### src/rtl/owf_pkg.sv
// owf_pkg: register map, field layout, reset values and fetch states of the
// second overlay window fetch address generator.
// assumes a 16-bit register port with byte addresses as printed.
package owf_pkg;
    localparam int unsigned OWF_AW = 10;
    localparam int unsigned OWF_DW = 16;
    localparam int unsigned OWF_MEM_AW = 20;

    localparam logic [OWF_AW-1:0] OWF_SCR_START_LO_OFS = 10'h2b0;
    localparam logic [OWF_AW-1:0] OWF_SCR_START_HI_OFS = 10'h2b2;
    localparam logic [OWF_AW-1:0] OWF_SCR_END_LO_OFS = 10'h2b4;
    localparam logic [OWF_AW-1:0] OWF_SCR_END_HI_OFS = 10'h2b6;
    localparam logic [OWF_AW-1:0] OWF_DISP_START_LO_OFS = 10'h2b8;
    localparam logic [OWF_AW-1:0] OWF_DISP_START_HI_OFS = 10'h2ba;
    localparam logic [OWF_AW-1:0] OWF_LINE_OFS_OFS = 10'h2bc;
    localparam logic [OWF_AW-1:0] OWF_SRC_WIDTH_OFS = 10'h2be;

    // writable field masks per register
    localparam logic [OWF_DW-1:0] OWF_SCR_LO_MASK = 16'hfffc;
    localparam logic [OWF_DW-1:0] OWF_HI_MASK = 16'h000f;
    localparam logic [OWF_DW-1:0] OWF_DISP_LO_MASK = 16'hfffe;
    localparam logic [OWF_DW-1:0] OWF_LINE_OFS_MASK = 16'h0ffe;
    localparam logic [OWF_DW-1:0] OWF_SRC_WIDTH_MASK = 16'h01fe;

    // reset values
    localparam logic [OWF_DW-1:0] OWF_SCR_START_LO_RST = 16'h0000;
    localparam logic [OWF_DW-1:0] OWF_SCR_START_HI_RST = 16'h0000;
    localparam logic [OWF_DW-1:0] OWF_SCR_END_LO_RST = 16'hfffc;
    localparam logic [OWF_DW-1:0] OWF_SCR_END_HI_RST = 16'h000f;
    localparam logic [OWF_DW-1:0] OWF_DISP_START_LO_RST = 16'h0000;
    localparam logic [OWF_DW-1:0] OWF_DISP_START_HI_RST = 16'h0000;
    localparam logic [OWF_DW-1:0] OWF_LINE_OFS_RST = 16'h0000;
    localparam logic [OWF_DW-1:0] OWF_SRC_WIDTH_RST = 16'h0000;

    // one pixel is 16 bits, i.e. two bytes of display buffer
    localparam logic [OWF_MEM_AW-1:0] OWF_PIXEL_BYTES = 20'h00002;

    typedef enum logic [2:0] {
        OWF_IDLE = 3'b001,
        OWF_LINE = 3'b010,
        OWF_WAIT = 3'b100
    } owf_state_t;
endpackage

### src/rtl/owf_wrap_step.sv
// owf_wrap_step: computes the next fetch address from a base and a step,
// wrapping to the scroll start once the result passes the scroll end.
// assumes purely combinational use on the fetch clock.
`timescale 1ns/100ps
`default_nettype none
module owf_wrap_step
    import owf_pkg::*;
(
    input wire logic [OWF_MEM_AW-1:0] base_addr, // address to step from
    input wire logic [OWF_MEM_AW-1:0] step, // bytes to add
    input wire logic [OWF_MEM_AW-1:0] scroll_start, // wrap target
    input wire logic [OWF_MEM_AW-1:0] scroll_end, // last legal address
    output logic [OWF_MEM_AW-1:0] next_addr, // stepped address after wrap
    output logic wrapped // wrap was taken
);
    wire logic [OWF_MEM_AW:0] sum_wide;
    // a carry out of the 20-bit space also counts as past the end
    assign sum_wide = {1'b0, base_addr} + {1'b0, step};
    assign wrapped = sum_wide > {1'b0, scroll_end};
    assign next_addr = wrapped ? scroll_start : sum_wide[OWF_MEM_AW-1:0];
endmodule
`default_nettype wire

### src/rtl/owf_fetch_addr.sv
// owf_fetch_addr: register file and fetch address generator of the second
// overlay window.
// assumes the display pipe gives a frame start pulse, a line start pulse and a
// pixel request pulse on clk; the register port is a plain 16-bit slave.
`timescale 1ns/100ps
`default_nettype none
////////////////////////////////////////////////////////////////////////////////
// Notes on behaviour
// - scroll start address bits 19:2 held, split low/high
// - address past scroll end reloads scroll start
// - scroll end address bits 19:2 held, split low/high
// - display start address bits 19:1 held
// - line offset 11:1 steps address per line
// - source width pixels from bits 8:1
module owf_fetch_addr
    import owf_pkg::*;
(
    input wire logic clk, // 125 MHz controller clock
    input wire logic sys_rst, // synchronous reset, active high
    input wire logic [owf_pkg::OWF_AW-1:0] reg_addr, // register byte address
    input wire logic [owf_pkg::OWF_DW-1:0] reg_wdata, // register write data
    input wire logic reg_wr, // write strobe
    input wire logic reg_rd, // read strobe
    output logic [owf_pkg::OWF_DW-1:0] reg_rdata, // read data, cycle after strobe
    input wire logic frame_start, // pulse: new window frame
    input wire logic line_start, // pulse: begin fetching a window line
    input wire logic pixel_req, // pulse: one pixel fetched
    output logic [owf_pkg::OWF_MEM_AW-1:0] fetch_addr, // display buffer read address
    output logic fetch_valid, // fetch_addr is a live pixel address
    output logic line_done, // pulse: last pixel of the line taken
    output logic scroll_wrap // pulse: address wrapped to scroll start
);
    import owf_pkg::*;

    ////////////////////////////////////////////////////////////////////////////
    // register file
    logic [OWF_DW-1:0] scr_start_lo_reg;
    logic [OWF_DW-1:0] scr_start_hi_reg;
    logic [OWF_DW-1:0] scr_end_lo_reg;
    logic [OWF_DW-1:0] scr_end_hi_reg;
    logic [OWF_DW-1:0] disp_start_lo_reg;
    logic [OWF_DW-1:0] disp_start_hi_reg;
    logic [OWF_DW-1:0] line_ofs_reg;
    logic [OWF_DW-1:0] src_width_reg;

    wire logic wr_scr_start_lo;
    wire logic wr_scr_start_hi;
    wire logic wr_scr_end_lo;
    wire logic wr_scr_end_hi;
    wire logic wr_disp_start_lo;
    wire logic wr_disp_start_hi;
    wire logic wr_line_ofs;
    wire logic wr_src_width;

    // each register answers at exactly one even byte address
    assign wr_scr_start_lo = reg_wr && (reg_addr == OWF_SCR_START_LO_OFS);
    assign wr_scr_start_hi = reg_wr && (reg_addr == OWF_SCR_START_HI_OFS);
    assign wr_scr_end_lo = reg_wr && (reg_addr == OWF_SCR_END_LO_OFS);
    assign wr_scr_end_hi = reg_wr && (reg_addr == OWF_SCR_END_HI_OFS);
    assign wr_disp_start_lo = reg_wr && (reg_addr == OWF_DISP_START_LO_OFS);
    assign wr_disp_start_hi = reg_wr && (reg_addr == OWF_DISP_START_HI_OFS);
    assign wr_line_ofs = reg_wr && (reg_addr == OWF_LINE_OFS_OFS);
    assign wr_src_width = reg_wr && (reg_addr == OWF_SRC_WIDTH_OFS);

    // unused bits never store, so they read back as zero
    // resets follow the register table; only scroll end comes up non-zero
    always_ff @(posedge clk)
    begin
        if (sys_rst)
            scr_start_lo_reg <= OWF_SCR_START_LO_RST;
        else if (wr_scr_start_lo)
            scr_start_lo_reg <= reg_wdata & OWF_SCR_LO_MASK;
    end

    always_ff @(posedge clk)
    begin
        if (sys_rst)
            scr_start_hi_reg <= OWF_SCR_START_HI_RST;
        else if (wr_scr_start_hi)
            scr_start_hi_reg <= reg_wdata & OWF_HI_MASK;
    end

    always_ff @(posedge clk)
    begin
        if (sys_rst)
            scr_end_lo_reg <= OWF_SCR_END_LO_RST;
        else if (wr_scr_end_lo)
            scr_end_lo_reg <= reg_wdata & OWF_SCR_LO_MASK;
    end

    always_ff @(posedge clk)
    begin
        if (sys_rst)
            scr_end_hi_reg <= OWF_SCR_END_HI_RST;
        else if (wr_scr_end_hi)
            scr_end_hi_reg <= reg_wdata & OWF_HI_MASK;
    end

    always_ff @(posedge clk)
    begin
        if (sys_rst)
            disp_start_lo_reg <= OWF_DISP_START_LO_RST;
        else if (wr_disp_start_lo)
            disp_start_lo_reg <= reg_wdata & OWF_DISP_LO_MASK;
    end

    always_ff @(posedge clk)
    begin
        if (sys_rst)
            disp_start_hi_reg <= OWF_DISP_START_HI_RST;
        else if (wr_disp_start_hi)
            disp_start_hi_reg <= reg_wdata & OWF_HI_MASK;
    end

    always_ff @(posedge clk)
    begin
        if (sys_rst)
            line_ofs_reg <= OWF_LINE_OFS_RST;
        else if (wr_line_ofs)
            line_ofs_reg <= reg_wdata & OWF_LINE_OFS_MASK;
    end

    always_ff @(posedge clk)
    begin
        if (sys_rst)
            src_width_reg <= OWF_SRC_WIDTH_RST;
        else if (wr_src_width)
            src_width_reg <= reg_wdata & OWF_SRC_WIDTH_MASK;
    end

    ////////////////////////////////////////////////////////////////////////////
    // read port: data stands only in the cycle after the strobe
    logic [OWF_DW-1:0] rd_mux;
    logic [OWF_DW-1:0] reg_rdata_reg;

    always_comb
    begin
        case (reg_addr)
            OWF_SCR_START_LO_OFS: rd_mux = scr_start_lo_reg;
            OWF_SCR_START_HI_OFS: rd_mux = scr_start_hi_reg;
            OWF_SCR_END_LO_OFS: rd_mux = scr_end_lo_reg;
            OWF_SCR_END_HI_OFS: rd_mux = scr_end_hi_reg;
            OWF_DISP_START_LO_OFS: rd_mux = disp_start_lo_reg;
            OWF_DISP_START_HI_OFS: rd_mux = disp_start_hi_reg;
            OWF_LINE_OFS_OFS: rd_mux = line_ofs_reg;
            OWF_SRC_WIDTH_OFS: rd_mux = src_width_reg;
            default: rd_mux = 16'h0000;
        endcase
    end

    always_ff @(posedge clk)
    begin
        if (sys_rst)
            reg_rdata_reg <= 16'h0000;
        else
            reg_rdata_reg <= reg_rd ? rd_mux : 16'h0000;
    end
    assign reg_rdata = reg_rdata_reg;

    ////////////////////////////////////////////////////////////////////////////
    // assembled addresses
    // no shadowing: each half takes effect at its own write, so software
    // updates both halves before the next frame start
    wire logic [OWF_MEM_AW-1:0] scroll_start;
    wire logic [OWF_MEM_AW-1:0] scroll_end;
    wire logic [OWF_MEM_AW-1:0] disp_start;
    wire logic [OWF_MEM_AW-1:0] line_step;
    wire logic [7:0] src_pixels;

    assign scroll_start = {scr_start_hi_reg[3:0], scr_start_lo_reg[15:2], 2'b00};
    assign scroll_end = {scr_end_hi_reg[3:0], scr_end_lo_reg[15:2], 2'b00};
    assign disp_start = {disp_start_hi_reg[3:0], disp_start_lo_reg[15:1], 1'b0};
    assign line_step = {8'h00, line_ofs_reg[11:1], 1'b0};
    assign src_pixels = src_width_reg[8:1];

    ////////////////////////////////////////////////////////////////////////////
    // fetch sequencer
    owf_state_t state_reg;
    owf_state_t state_next;
    logic [OWF_MEM_AW-1:0] line_base_reg;
    logic [OWF_MEM_AW-1:0] addr_reg;
    logic [7:0] pix_cnt_reg;
    logic valid_reg;
    logic line_done_reg;
    logic wrap_reg;

    wire logic [OWF_MEM_AW-1:0] pix_next_addr;
    wire logic pix_wrap;
    wire logic [OWF_MEM_AW-1:0] line_next_addr;
    wire logic line_wrap;
    wire logic last_pix;

    // next pixel within the line
    owf_wrap_step u_pix_step (
        .base_addr(addr_reg),
        .step(OWF_PIXEL_BYTES),
        .scroll_start(scroll_start),
        .scroll_end(scroll_end),
        .next_addr(pix_next_addr),
        .wrapped(pix_wrap)
    );

    // start of the following line
    owf_wrap_step u_line_step (
        .base_addr(line_base_reg),
        .step(line_step),
        .scroll_start(scroll_start),
        .scroll_end(scroll_end),
        .next_addr(line_next_addr),
        .wrapped(line_wrap)
    );

    // a zero width still yields one pixel, so the line always ends
    assign last_pix = (pix_cnt_reg + 8'h01 >= src_pixels);

    // frame start outranks every other event; line and pixel events are
    // kept apart by the state each of them needs
    wire logic do_frame;
    wire logic do_first_line;
    wire logic do_next_line;
    wire logic do_pixel;
    wire logic do_advance;
    wire logic do_finish;

    assign do_frame = frame_start;
    assign do_first_line = !frame_start && line_start && (state_reg == OWF_IDLE);
    assign do_next_line = !frame_start && line_start && (state_reg == OWF_WAIT);
    assign do_pixel = !frame_start && pixel_req && (state_reg == OWF_LINE);
    assign do_advance = do_pixel && !last_pix;
    assign do_finish = do_pixel && last_pix;

    always_comb
    begin
        state_next = state_reg;
        case (state_reg)
            OWF_IDLE:
                if (line_start)
                    state_next = OWF_LINE;
            OWF_LINE:
                if (pixel_req && last_pix)
                    state_next = OWF_WAIT;
            OWF_WAIT:
                if (line_start)
                    state_next = OWF_LINE;
            default:
                state_next = OWF_IDLE;
        endcase
        if (frame_start)
            state_next = OWF_IDLE;
    end

    // frame start returns to idle from any state
    always_ff @(posedge clk)
    begin
        if (sys_rst)
            state_reg <= OWF_IDLE;
        else
            state_reg <= state_next;
    end

    // line base remembers where the current line began, so the offset is
    // added to the line start and not to the last pixel address
    always_ff @(posedge clk)
    begin
        if (sys_rst)
            line_base_reg <= 20'h00000;
        else if (do_frame)
            line_base_reg <= disp_start;
        else if (do_next_line)
            line_base_reg <= line_next_addr;
    end

    // the first line of a frame starts at the display start itself
    always_ff @(posedge clk)
    begin
        if (sys_rst)
            addr_reg <= 20'h00000;
        else if (do_frame)
            addr_reg <= disp_start;
        else if (do_first_line)
            addr_reg <= line_base_reg;
        else if (do_next_line)
            addr_reg <= line_next_addr;
        else if (do_advance)
            addr_reg <= pix_next_addr;
    end

    // the count restarts with each line; after the last pixel it rests
    // until the next line start
    always_ff @(posedge clk)
    begin
        if (sys_rst || do_frame || do_first_line || do_next_line)
            pix_cnt_reg <= 8'h00;
        else if (do_advance)
            pix_cnt_reg <= pix_cnt_reg + 8'h01;
    end

    // a frame start closes any line that was still open
    always_ff @(posedge clk)
    begin
        if (sys_rst || do_frame || do_finish)
            valid_reg <= 1'b0;
        else if (do_first_line || do_next_line)
            valid_reg <= 1'b1;
    end

    // one-cycle pulse after the last pixel of a line
    always_ff @(posedge clk)
    begin
        if (sys_rst)
            line_done_reg <= 1'b0;
        else
            line_done_reg <= do_finish;
    end

    // wrap is judged on the stepped address, so no stepped address past the scroll
    // end is ever put out; the pulse stands one cycle
    always_ff @(posedge clk)
    begin
        if (sys_rst)
            wrap_reg <= 1'b0;
        else if (do_next_line)
            wrap_reg <= line_wrap;
        else if (do_advance)
            wrap_reg <= pix_wrap;
        else
            wrap_reg <= 1'b0;
    end

    assign fetch_addr = addr_reg;
    assign fetch_valid = valid_reg;
    assign line_done = line_done_reg;
    assign scroll_wrap = wrap_reg;
endmodule
`default_nettype wire

### config.mk
export PLATFORM = sky130hd
export DESIGN_NAME = owf_fetch_addr
export DESIGN_NICKNAME = d
export VERILOG_FILES = /design/src/rtl/owf_pkg.sv /design/src/rtl/owf_wrap_step.sv /design/src/rtl/owf_fetch_addr.sv
export SDC_FILE = /design/constraint.sdc
export NUM_CORES = 1
export LEC_CHECK = 0
export BUFFER_PORTS_ARGS = -buffer_cell sky130_fd_sc_hd__buf_2
export CAP_MARGIN = 20
export CORE_UTILIZATION = 65
export CTS_CLUSTER_DIAMETER = 40
export DETAILED_ROUTE_END_ITERATION = 6
export PLACE_DENSITY = 0.86
export SYNTH_ARGS = -nofsm -noshare
export SYNTH_HDL_FRONTEND = slang
export SYNTH_SLANG_ARGS = --single-unit
### constraint.sdc
create_clock -name clk -period 10.53 [get_ports clk]
set_clock_uncertainty 0.1 [all_clocks]
set_input_delay 0 -clock clk [delete_from_list [all_inputs] [get_ports clk]]
set_output_delay 0 -clock clk [all_outputs]
set_load 0.02 [all_outputs]
Yosys cells after proc, flatten, opt, wreduce, memory -nomap -nowiden:

Index checks and enable logic that the tools add are counted.

* logic and storage cells: 82
* register bits: 144
* input port bits: 33
* memories kept: 0
* output and inout bits: 39
* memory bits (writable): 0
* bits in read-only memories: 0
* bits in latches: 0

* reductions and logical operators: 30
* divide/modulo/power cells: 0
* equality and inequality tests: 13
* shifts and indexed selects: 0
* bitwise gates (word level): 1
* muxes and demuxes: 14
* magnitude comparators: 3
* add/subtract/negate cells: 3
* $mul: 0

Operator list (count)
* 2-to-1 mux 20 bit: 8
* one-hot mux 16 bit (8 select lines): 1
* == test 10 bit, second input constant: 8
* > comparator 21 x 20 -> 1 bit: 2
* adder 20 x 12 -> 21 bit: 1
* adder 20 x 2 -> 21 bit, second input constant: 1
* logical AND 1 bit: 16
* adder 8 x 1 -> 8 bit, second input constant: 1
* >= comparator 8 bit: 1
* 2-to-1 mux 3 bit: 2
* one-hot mux 3 bit (2 select lines): 1
* OR reduction 2 bit: 3
* logical OR 1 bit: 5
* != test 2 x 1 -> 1 bit, second input constant: 2
* nonzero test 4 bit: 1
* == test 3 x 1 -> 1 bit, second input constant: 1
* == test 3 x 2 -> 1 bit, second input constant: 1
* == test 3 bit, second input constant: 1
* nonzero test 3 bit: 1
* logical NOT 1 bit: 2
* 2-to-1 mux 1 bit: 2
* AND reduction 2 bit: 1
* nonzero test 2 bit: 1
* inverter 1 bit: 1

Logic depth before layout (Yosys ltp):

Gate-level depths: netlist (run 1).

* word-level depth: 8
* depth in mapped cells: 21
* depth with buffers taken out: 18

Modules after synthesis:

From an unflattened synthesis (run 1), not the netlist that was laid out.

* cells, all modules: 1248
* area total of the unflattened synthesis: 10553.9 um^2

Modules (own cells, without submodules)
* owf_fetch_addr: sequential area each 2882.8 um^2, cells an instance 784, instances 1, area an instance 6860.3 um^2
* owf_wrap_step (u_line_step): sequential area each 0.0 um^2, cells an instance 246, instances 1, area an instance 1909.3 um^2
* owf_wrap_step (u_pix_step): sequential area each 0.0 um^2, cells an instance 218, instances 1, area an instance 1784.2 um^2

Worst setup path after synthesis (run 1):

Ideal clock, no wire load.

* path type: reg-to-reg
* start: register line_ofs_reg[1]
* end: register line_base_reg[2]
* clock period less this slack: 4.310 ns
* arrival: 4.077 ns
* stages on the path, launching flop included: 19
* required time: 10.297 ns
* slack: 6.220 ns
* cells stage by stage: dfxtp_1 > ha_1 > fa_1 > a21o_1 > a2111o_1 > a21oi_1 > o31a_1 > xnor2_1 > ha_1 > nand4_1 > a211oi_1 > a2111o_1 > a2111oi_4 > o32a_1 > buf_6 > buf_6 > mux2_2 > nand2_1 > a31oi_1

* word-level cells in the longest chain between the ends: 5

Ends and longest elaborated chain
* from (decl): RTL line owf_fetch_addr.sv:43 `logic [OWF_DW-1:0] line_ofs_reg;`
* from (signal assigned): RTL line owf_fetch_addr.sv:120 `line_ofs_reg <= reg_wdata & OWF_LINE_OFS_MASK;`
* adder 20 x 12 -> 21 bit (*): RTL line owf_wrap_step.sv:18 `assign sum_wide = {1'b0, base_addr} + {1'b0, step};`
* > comparator 21 x 20 -> 1 bit: RTL line owf_wrap_step.sv:19 `assign wrapped = sum_wide > {1'b0, scroll_end};`
* 2-to-1 mux 20 bit (*): RTL line owf_wrap_step.sv:20 `assign next_addr = wrapped ? scroll_start : sum_wide[OWF_MEM_AW-1:0];`
* 2-to-1 mux 20 bit (*): RTL line owf_fetch_addr.sv:269 `else if (do_next_line)`
* 2-to-1 mux 20 bit (*): RTL line owf_fetch_addr.sv:267 `else if (do_frame)`
* to (signal assigned): RTL line owf_fetch_addr.sv:268 `line_base_reg <= disp_start;`
* to (signal assigned): RTL line owf_fetch_addr.sv:270 `line_base_reg <= line_next_addr;`
* to (decl): RTL line owf_fetch_addr.sv:180 `logic [OWF_MEM_AW-1:0] line_base_reg;`

Mark *: on every way between the ends. The rest lies on a longest branch, timed or not. The select of a mux whose other input is x is not followed.
A chain may end at the register's enable or synchronous reset.

Worst setup path in the final report (run 1):

* start: register line_ofs_reg[1]
* end: register addr_reg[12] (netlist: fetch_addr[12])

* word-level cells in the longest chain between the ends: 6

Ends and longest elaborated chain
* adder 20 x 12 -> 21 bit (*): RTL line owf_wrap_step.sv:18
* > comparator 21 x 20 -> 1 bit: RTL line owf_wrap_step.sv:19
* 2-to-1 mux 20 bit (*): RTL line owf_wrap_step.sv:20
* 2-to-1 mux 20 bit (*): RTL line owf_fetch_addr.sv:282 `else if (do_next_line)`
* 2-to-1 mux 20 bit (*): RTL line owf_fetch_addr.sv:280 `else if (do_first_line)`
* 2-to-1 mux 20 bit (*): RTL line owf_fetch_addr.sv:278 `else if (do_frame)`
* to (signal assigned): RTL line owf_fetch_addr.sv:279 `addr_reg <= disp_start;`
* to (signal assigned): RTL line owf_fetch_addr.sv:281 `addr_reg <= line_base_reg;`
* to (signal assigned): RTL line owf_fetch_addr.sv:283 `addr_reg <= line_next_addr;`
* to (decl): RTL line owf_fetch_addr.sv:181 `logic [OWF_MEM_AW-1:0] addr_reg;`

Mark *: on every way between the ends. The rest lies on a longest branch, timed or not.

==> impl_metrics.ini, run 1 <==
[floorplan]
die_w_um = 118
fp.coreArea_mm2 = 0.0128
row_count = 41
io_pins = 72
start_util = 0.679
die_area_mm2 = 0.0139
dieHeight_um = 118

[clock_tree]
clk_pin_slew_ns = 0.06
cts_made_buffers = 17
postCtsSetupRepairBufs = 0
clk_path_buf_depth = 2
root_buffer = clkbuf_16
cts_tree = yes
clock_latency_ns = 0.43
cts_hold_buf = 24
cts_sinks = 144
h-tree-depth = 4
cts_resized = 0

[timing]
slew_headroom = 0.307
rsz0062_at_grt = no
fin_crit_ns = 5.33
worstMarginPinSlew_ns = 1.04
hold_viol = 0
slew_violations = 0
fin_setup_tns_ns = 0
worst_hold_slack_ns = 0.0488
fin_crit_sh = 0.507
finalSetupViolCount = 0
timing.fmax_mhz = 187
worst_slack_ns = 5.20

[place]
hpwl_um = 19600
placed_area_mm2 = 0.00909
gp_congestion = 1.00
pre_cts_slack_ns = 5.33
portBuffers = 71

[global_route]
grt_max_degree = 72
grt_pass1_vias = 8267
groute.usage.overall = 0.426
grt_overflow_total = 0
antenna_found_initial = 0
grt_pass1_wl_um = 45300

[setup_path]
r2r_slack_ns = 5.20
crit_path_end = fetch_addr[12]
cp_cell_sequence = ha_1, fa_1, a21o_1, a2111o_1, a21oi_1, o31a_1, xnor2_1, ha_1, nand4_1, a211oi_1, a2111o_1, a2111oi_4, o32a_1, buf_4, and2_4, a222oi_1, a211oi_1
crit_path_max_incr_delay_ns = 0.50
reg2reg_from = line_ofs_reg[1]
end_kind = register
startpoint = line_ofs_reg[1]
path_class = reg -> reg
r2r-end = fetch_addr[12]
cp-start-kind = register
arrival_ns = 5.58
slowest_stage = o32a_1
cp.required_ns = 10.78
path_max_fanout = 15
ff2ff_path_depth = 17

[pwr]
p_leak_nw = 4.13
p_per_area_mw_per_mm2 = 127
power.total_mw = 1.26
vdd_drop_max_mv = 0.140

[synth]
async_flop_share = 0
synthCells = 1049
post-synth-top-area-cell = dfxtp_1
yosysTopAreaCellShare = 0.331
synth-edff-count = 0
synth_ff_type = dfxtp_1
synth_cell_types = 72
yosysWarnings = 0
synthTopCellsByArea = dfxtp_1, ha_1, nand2_1
netlist_area_mm2 = 0.00871
yosysSeqAreaShare = 0.331
syn_avg_cell_area_um2 = 8.30
syn_nets = 1140
synth-seq-cells = 144

[drt]
avgViaCountPerCell = 6.95
dr.pass1.iters = 6
wire_per_inst_um = 22.5
drcViolationCount = 0
drtIter0Drc = 1235
postRouteWirelength_um = 29200
drtAntennaViolNets = 0
dr_total_vias = 9001

[finish]
layout-drive-gt1-share = 0.137
antenna_cells = 0
multi_input_area_mm2 = 0.00540
n_fill_cell = 895
fin_nets = 1202
regArea_mm2 = 0.00288
area_growth_syn_to_layout_pct = 14.1
fin_area_mm2 = 0.00994

[hold_path]
holdCritPathClass = in -> reg

[status]
outcome = finished clean

[job]
maxCapViolations = 0
==> routing by layer <==
metal	vias to the layer above	track usage	wire, um
li1	3956	-	-
met4	0	0.217	1340
met3	117	0.0954	4180
met2	771	0.635	12600
met5	-	0	0
met1	4157	0.578	11000
==> synthesized netlist by cell type, types with 12 or more instances <==
master,number
mux4_2,13
nand3_1,30
a21o_1,15
inv_1,44
a221oi_1,13
mux2i_1,17
a211oi_1,12
ha_1,57
a31oi_1,13
nand4_1,14
a21oi_1,84
and3_1,19
nand2_1,174
nor2_1,78
xnor2_1,25
o21ai_0,26
o211ai_1,25
clkbuf_1,48
a22oi_1,22
xor2_1,20
dfxtp_1,144
==> worst max-delay path: cells and delay by family (launching register included) <==
family	cells	cell delay, ns
AOI/OAI and AO/OA	10	2.88
xor gates and xnor gates	1	0.21
adders and majority gates	3	0.96
and+or+nand+nor	2	0.46
DFF	1	0.33
buffers and inverters	1	0.31
==> power by group <==
| part | switching [mW] | total, mW | internal (mW) |
|---|---|---|---|
| sequential | 0.00373 | 0.551 | 0.547 |
| combinational | 0.0525 | 0.0819 | 0.0294 |
| clock | 0.238 | 0.628 | 0.390 |
| total | 0.295 | 1.26 | 0.966 |
==> placed cells by master, fill, tap and decap left out, types with 4 or more instances in the layout <==
| cell | instances |
|---|---|
| nand2_1 | 174 |
| a211o_1 | 4 |
| nor2b_1 | 8 |
| clkbuf_16 | 17 |
| nand4_1 | 14 |
| a211oi_1 | 12 |
| a21oi_1 | 84 |
| buf_4 | 10 |
| a22oi_1 | 22 |
| o2bb2ai_1 | 5 |
| a21o_1 | 15 |
| nor2_1 | 77 |
| o22ai_1 | 5 |
| nand3_1 | 30 |
| nor4_1 | 4 |
| o211ai_1 | 25 |
| dfxtp_1 | 144 |
| mux4_2 | 13 |
| mux2_2 | 10 |
| o21ai_0 | 26 |
| mux2i_1 | 17 |
| xor2_1 | 20 |
| a221oi_1 | 13 |
| inv_1 | 44 |
| xnor2_1 | 25 |
| a221o_1 | 5 |
| dlygate4sd3_1 | 24 |
| a222oi_1 | 6 |
| a31oi_1 | 13 |
| buf_2 | 70 |
| nor3_1 | 8 |
| nand2b_1 | 11 |
| and3_1 | 19 |
| o21a_1 | 6 |
| ha_1 | 57 |
| o2111ai_1 | 5 |
==> area by class of cell <==
class,instances,area share
Multi-Input combinational cell,799,0.543
Sequential cell,144,0.290
Timing Repair Buffer,104,0.0670
Clock buffer,22,0.0477
Tap cell,172,0.0217
Inverter,45,0.0170
Clock inverter,9,0.0132
==> kinds of logic (layout without fill, tap and decap cells) <==
logic type | after synthesis | count (layout) | share of synthesized area
buffers and inverters | 106 | 180 | 0.0496
AOI/OAI and AO/OA | 289 | 289 | 0.232
adders and majority gates | 58 | 58 | 0.0842
DFF | 144 | 144 | 0.331
muxes | 40 | 40 | 0.0661
and+or+nand+nor | 367 | 367 | 0.192
xor gates and xnor gates | 45 | 45 | 0.0453
==> worst min path at each step <==
stage | start | endpoint | slack, ns | cells after the start
after floorplan | reg_wdata[4] | disp_start_lo_reg[4] | 0.04 | 2
after global placement | reg_wdata[13] | scr_end_lo_reg[13] | 0.17 | 3
after detailed placement | reg_wdata[13] | scr_end_lo_reg[13] | 0.16 | 3
after CTS | reg_addr[4] | reg_rdata[7] | 0.02 | 5
after global routing | reg_rd | reg_rdata[13] | 0.06 | 3
final | reg_addr[5] | reg_rdata[7] | 0.05 | 5
==> per-stage QoR <==
stage | utilization | instances
3_3_place_gp | 0.708 | 1239
6_report | 0.775 | 1295
5_1_grt | 0.775 | 1295
4_1_cts | 0.774 | 1294
3_5_place_dp | 0.708 | 1239
2_1_floorplan | - | 1049
(Power assumes the default switching activity.)
==> inputs of run 2 (changes only) <==
--- a/config.mk
+++ b/config.mk
@@ -5,12 +5,13 @@
 export SDC_FILE = /design/constraint.sdc
 export NUM_CORES = 1
 export LEC_CHECK = 0
+export ABC_AREA = 1
 export BUFFER_PORTS_ARGS = -buffer_cell sky130_fd_sc_hd__buf_2
 export CAP_MARGIN = 20
-export CORE_UTILIZATION = 65
+export CORE_UTILIZATION = 61
 export CTS_CLUSTER_DIAMETER = 40
 export DETAILED_ROUTE_END_ITERATION = 6
-export PLACE_DENSITY = 0.86
+export PLACE_DENSITY = 0.81
 export SYNTH_ARGS = -nofsm -noshare
 export SYNTH_HDL_FRONTEND = slang
 export SYNTH_SLANG_ARGS = --single-unit
==> constraint.sdc (replaced) <==
create_clock -name clk -period 5.2 [get_ports clk]
set_clock_uncertainty 0.1 [all_clocks]
set_input_delay 0 -clock clk [delete_from_list [all_inputs] [get_ports clk]]
set_output_delay 0 -clock clk [all_outputs]
set_load 0.02 [all_outputs]
==> run 2 against run 1 <==
Against the previous run: register-to-register slack lost 4.7 ns; critical path depth grew 13; wire length grew 8.7%.
==> impl_metrics.ini, run 2 <==
[floorplan]
row_count = 45
die_area_mm2 = 0.0161
fp.coreArea_mm2 = 0.0152
dieHeight_um = 127
die_w_um = 127
io_pins = 72
start_util = 0.626

[finish]
area_growth_syn_to_layout_pct = 12.8
layout-drive-gt1-share = 0.114
final_cell_mix = nand2_1, inv_1, dfxtp_1, nand3_1, nor2_1
antenna_cells = 0
finalNonFillerCells = 1700
final_common_cell = nand2_1
fin_area_mm2 = 0.0107
fin_nets = 1590

[pwr]
power.total_mw = 2.53
p_leak_nw = 5.60
p_per_area_mw_per_mm2 = 235
vdd_drop_max_mv = 0.202

[clock_tree]
h-tree-depth = 4
clk_pin_slew_ns = 0.07
postCtsSetupRepairBufs = 0
cts_hold_buf = 23
cts_sinks = 144
clk_path_buf_depth = 2
cts_made_buffers = 17
clock_latency_ns = 0.44
cts_tree = yes
cts_resized = 0
root_buffer = clkbuf_16

[timing]
slew_headroom = 0.328
slew_violations = 0
finalSetupViolCount = 0
worst_hold_slack_ns = 0.0184
worstMarginPinSlew_ns = 1.00
fin_crit_ns = 4.71
timing.fmax_mhz = 212
fin_crit_sh = 0.905
fin_setup_tns_ns = 0
rsz0062_at_grt = no
hold_viol = 0

[drt]
postRouteWirelength_um = 31700
drtIter0Drc = 1323
drcViolationCount = 0
wire_per_inst_um = 18.7
drtAntennaViolNets = 0
avgViaCountPerCell = 5.96
dr.pass1.iters = 6
dr_total_vias = 10126

[synth]
synth-seq-cells = 144
syn_avg_cell_area_um2 = 6.67
synthTopCellsByArea = dfxtp_1, nand2_1, inv_1
netlist_area_mm2 = 0.00951
async_flop_share = 0
syn_nets = 1517
post-synth-top-area-cell = dfxtp_1
synthCells = 1426
synth_ff_type = dfxtp_1
yosysWarnings = 0
yosysSeqAreaShare = 0.303
synth_cell_types = 51
synth-edff-count = 0
synth_most_common_cell = nand2_1
ys_top_cells_by_count = nand2_1, inv_1, dfxtp_1
yosysTopAreaCellShare = 0.303

[setup_path]
path_class = reg -> reg
crit_path_max_incr_delay_ns = 0.46
path_max_fanout = 21
end_kind = register
cp-start-kind = register
crit_top_cell = nand2_1
cp.required_ns = 5.39
slowest_stage = nand2_1
arrival_ns = 4.90

[global_route]
grt_max_degree = 82
grt_pass1_vias = 9304
grt_overflow_total = 0
antenna_found_initial = 2
groute.usage.overall = 0.401
grt_pass1_wl_um = 49500

[place]
portBuffers = 71
gp_congestion = 0.997
placedCellCount = 1645
placed_area_mm2 = 0.00991
hpwl_um = 23600

[job]
maxCapViolations = 0

[status]
outcome = finished clean

[hold_path]
holdCritPathClass = in -> reg
-- run 2: layout make-up --
cell class / instances / area, um2
flip-flops and latches: 144 / 2880
clock inverters: 15 / 169
multi-input cells: 980 / 5410
clock buffers: 17 / 425
repair buffers: 105 / 668
well taps: 188 / 235
inverters: 251 / 942
fillers: 1326 / 4470
-- run 2: where the power goes --
group	switching [mW]	internal (mW)
clock	0.569	0.685
combinational	0.105	0.0513
sequential	0.00802	1.11
total	0.682	1.84
-- run 2: routing by layer --
layer / GRT usage / up-vias / wire [um]
li1: - / 4812 / -
met1: 0.505 / 4602 / 12600
met2: 0.627 / 587 / 14100
met3: 0.0768 / 123 / 2980
met4: 0.263 / 2 / 2050
met5: 0 / - / 13
-- run 2: worst paths after layout --
kind                           start                  end  slack, ns  cells after the start
hold reg to reg   scr_end_lo_reg[13]   scr_end_lo_reg[13]       0.38                      2
hold / removal                reg_wr  scr_start_hi_reg[1]       0.02                      3
setup reg to reg     line_ofs_reg[1]       fetch_addr[19]       0.49                     30
setup / recovery     line_ofs_reg[1]       fetch_addr[19]       0.49                     30
-- run 2: metrics by stage --
stage | worst slack (ns) | utilization
detailed placement | 0.657 | 0.652
global placement | 0.773 | 0.652
finish | 0.494 | 0.706
global route | 0.157 | 0.706
floorplan | 1.69 | -
CTS | 0.639 | 0.706
-- run 2: critical path, delay by kind of cell (launching register included) --
kind                     cells  cell delay (ns)
adder cells (fa/ha/maj)      3             0.95
AND/OR/NAND/NOR             21             2.47
XOR/XNOR                     1             0.25
buffers and inverters        3             0.17
flip-flops                   1             0.33
AO/OA/AOI/OAI                2             0.28
-- run 2: logic make-up (layout without fill, tap and decap cells) --
logic type / count (synthesis) / count (layout) / synth area share
adders and majority gates: 58 / 58 / 0.0771
DFF: 144 / 144 / 0.303
and+or+nand+nor: 628 / 628 / 0.298
xor gates and xnor gates: 26 / 26 / 0.0239
buffers and inverters: 302 / 388 / 0.128
AOI/OAI and AO/OA: 268 / 268 / 0.170
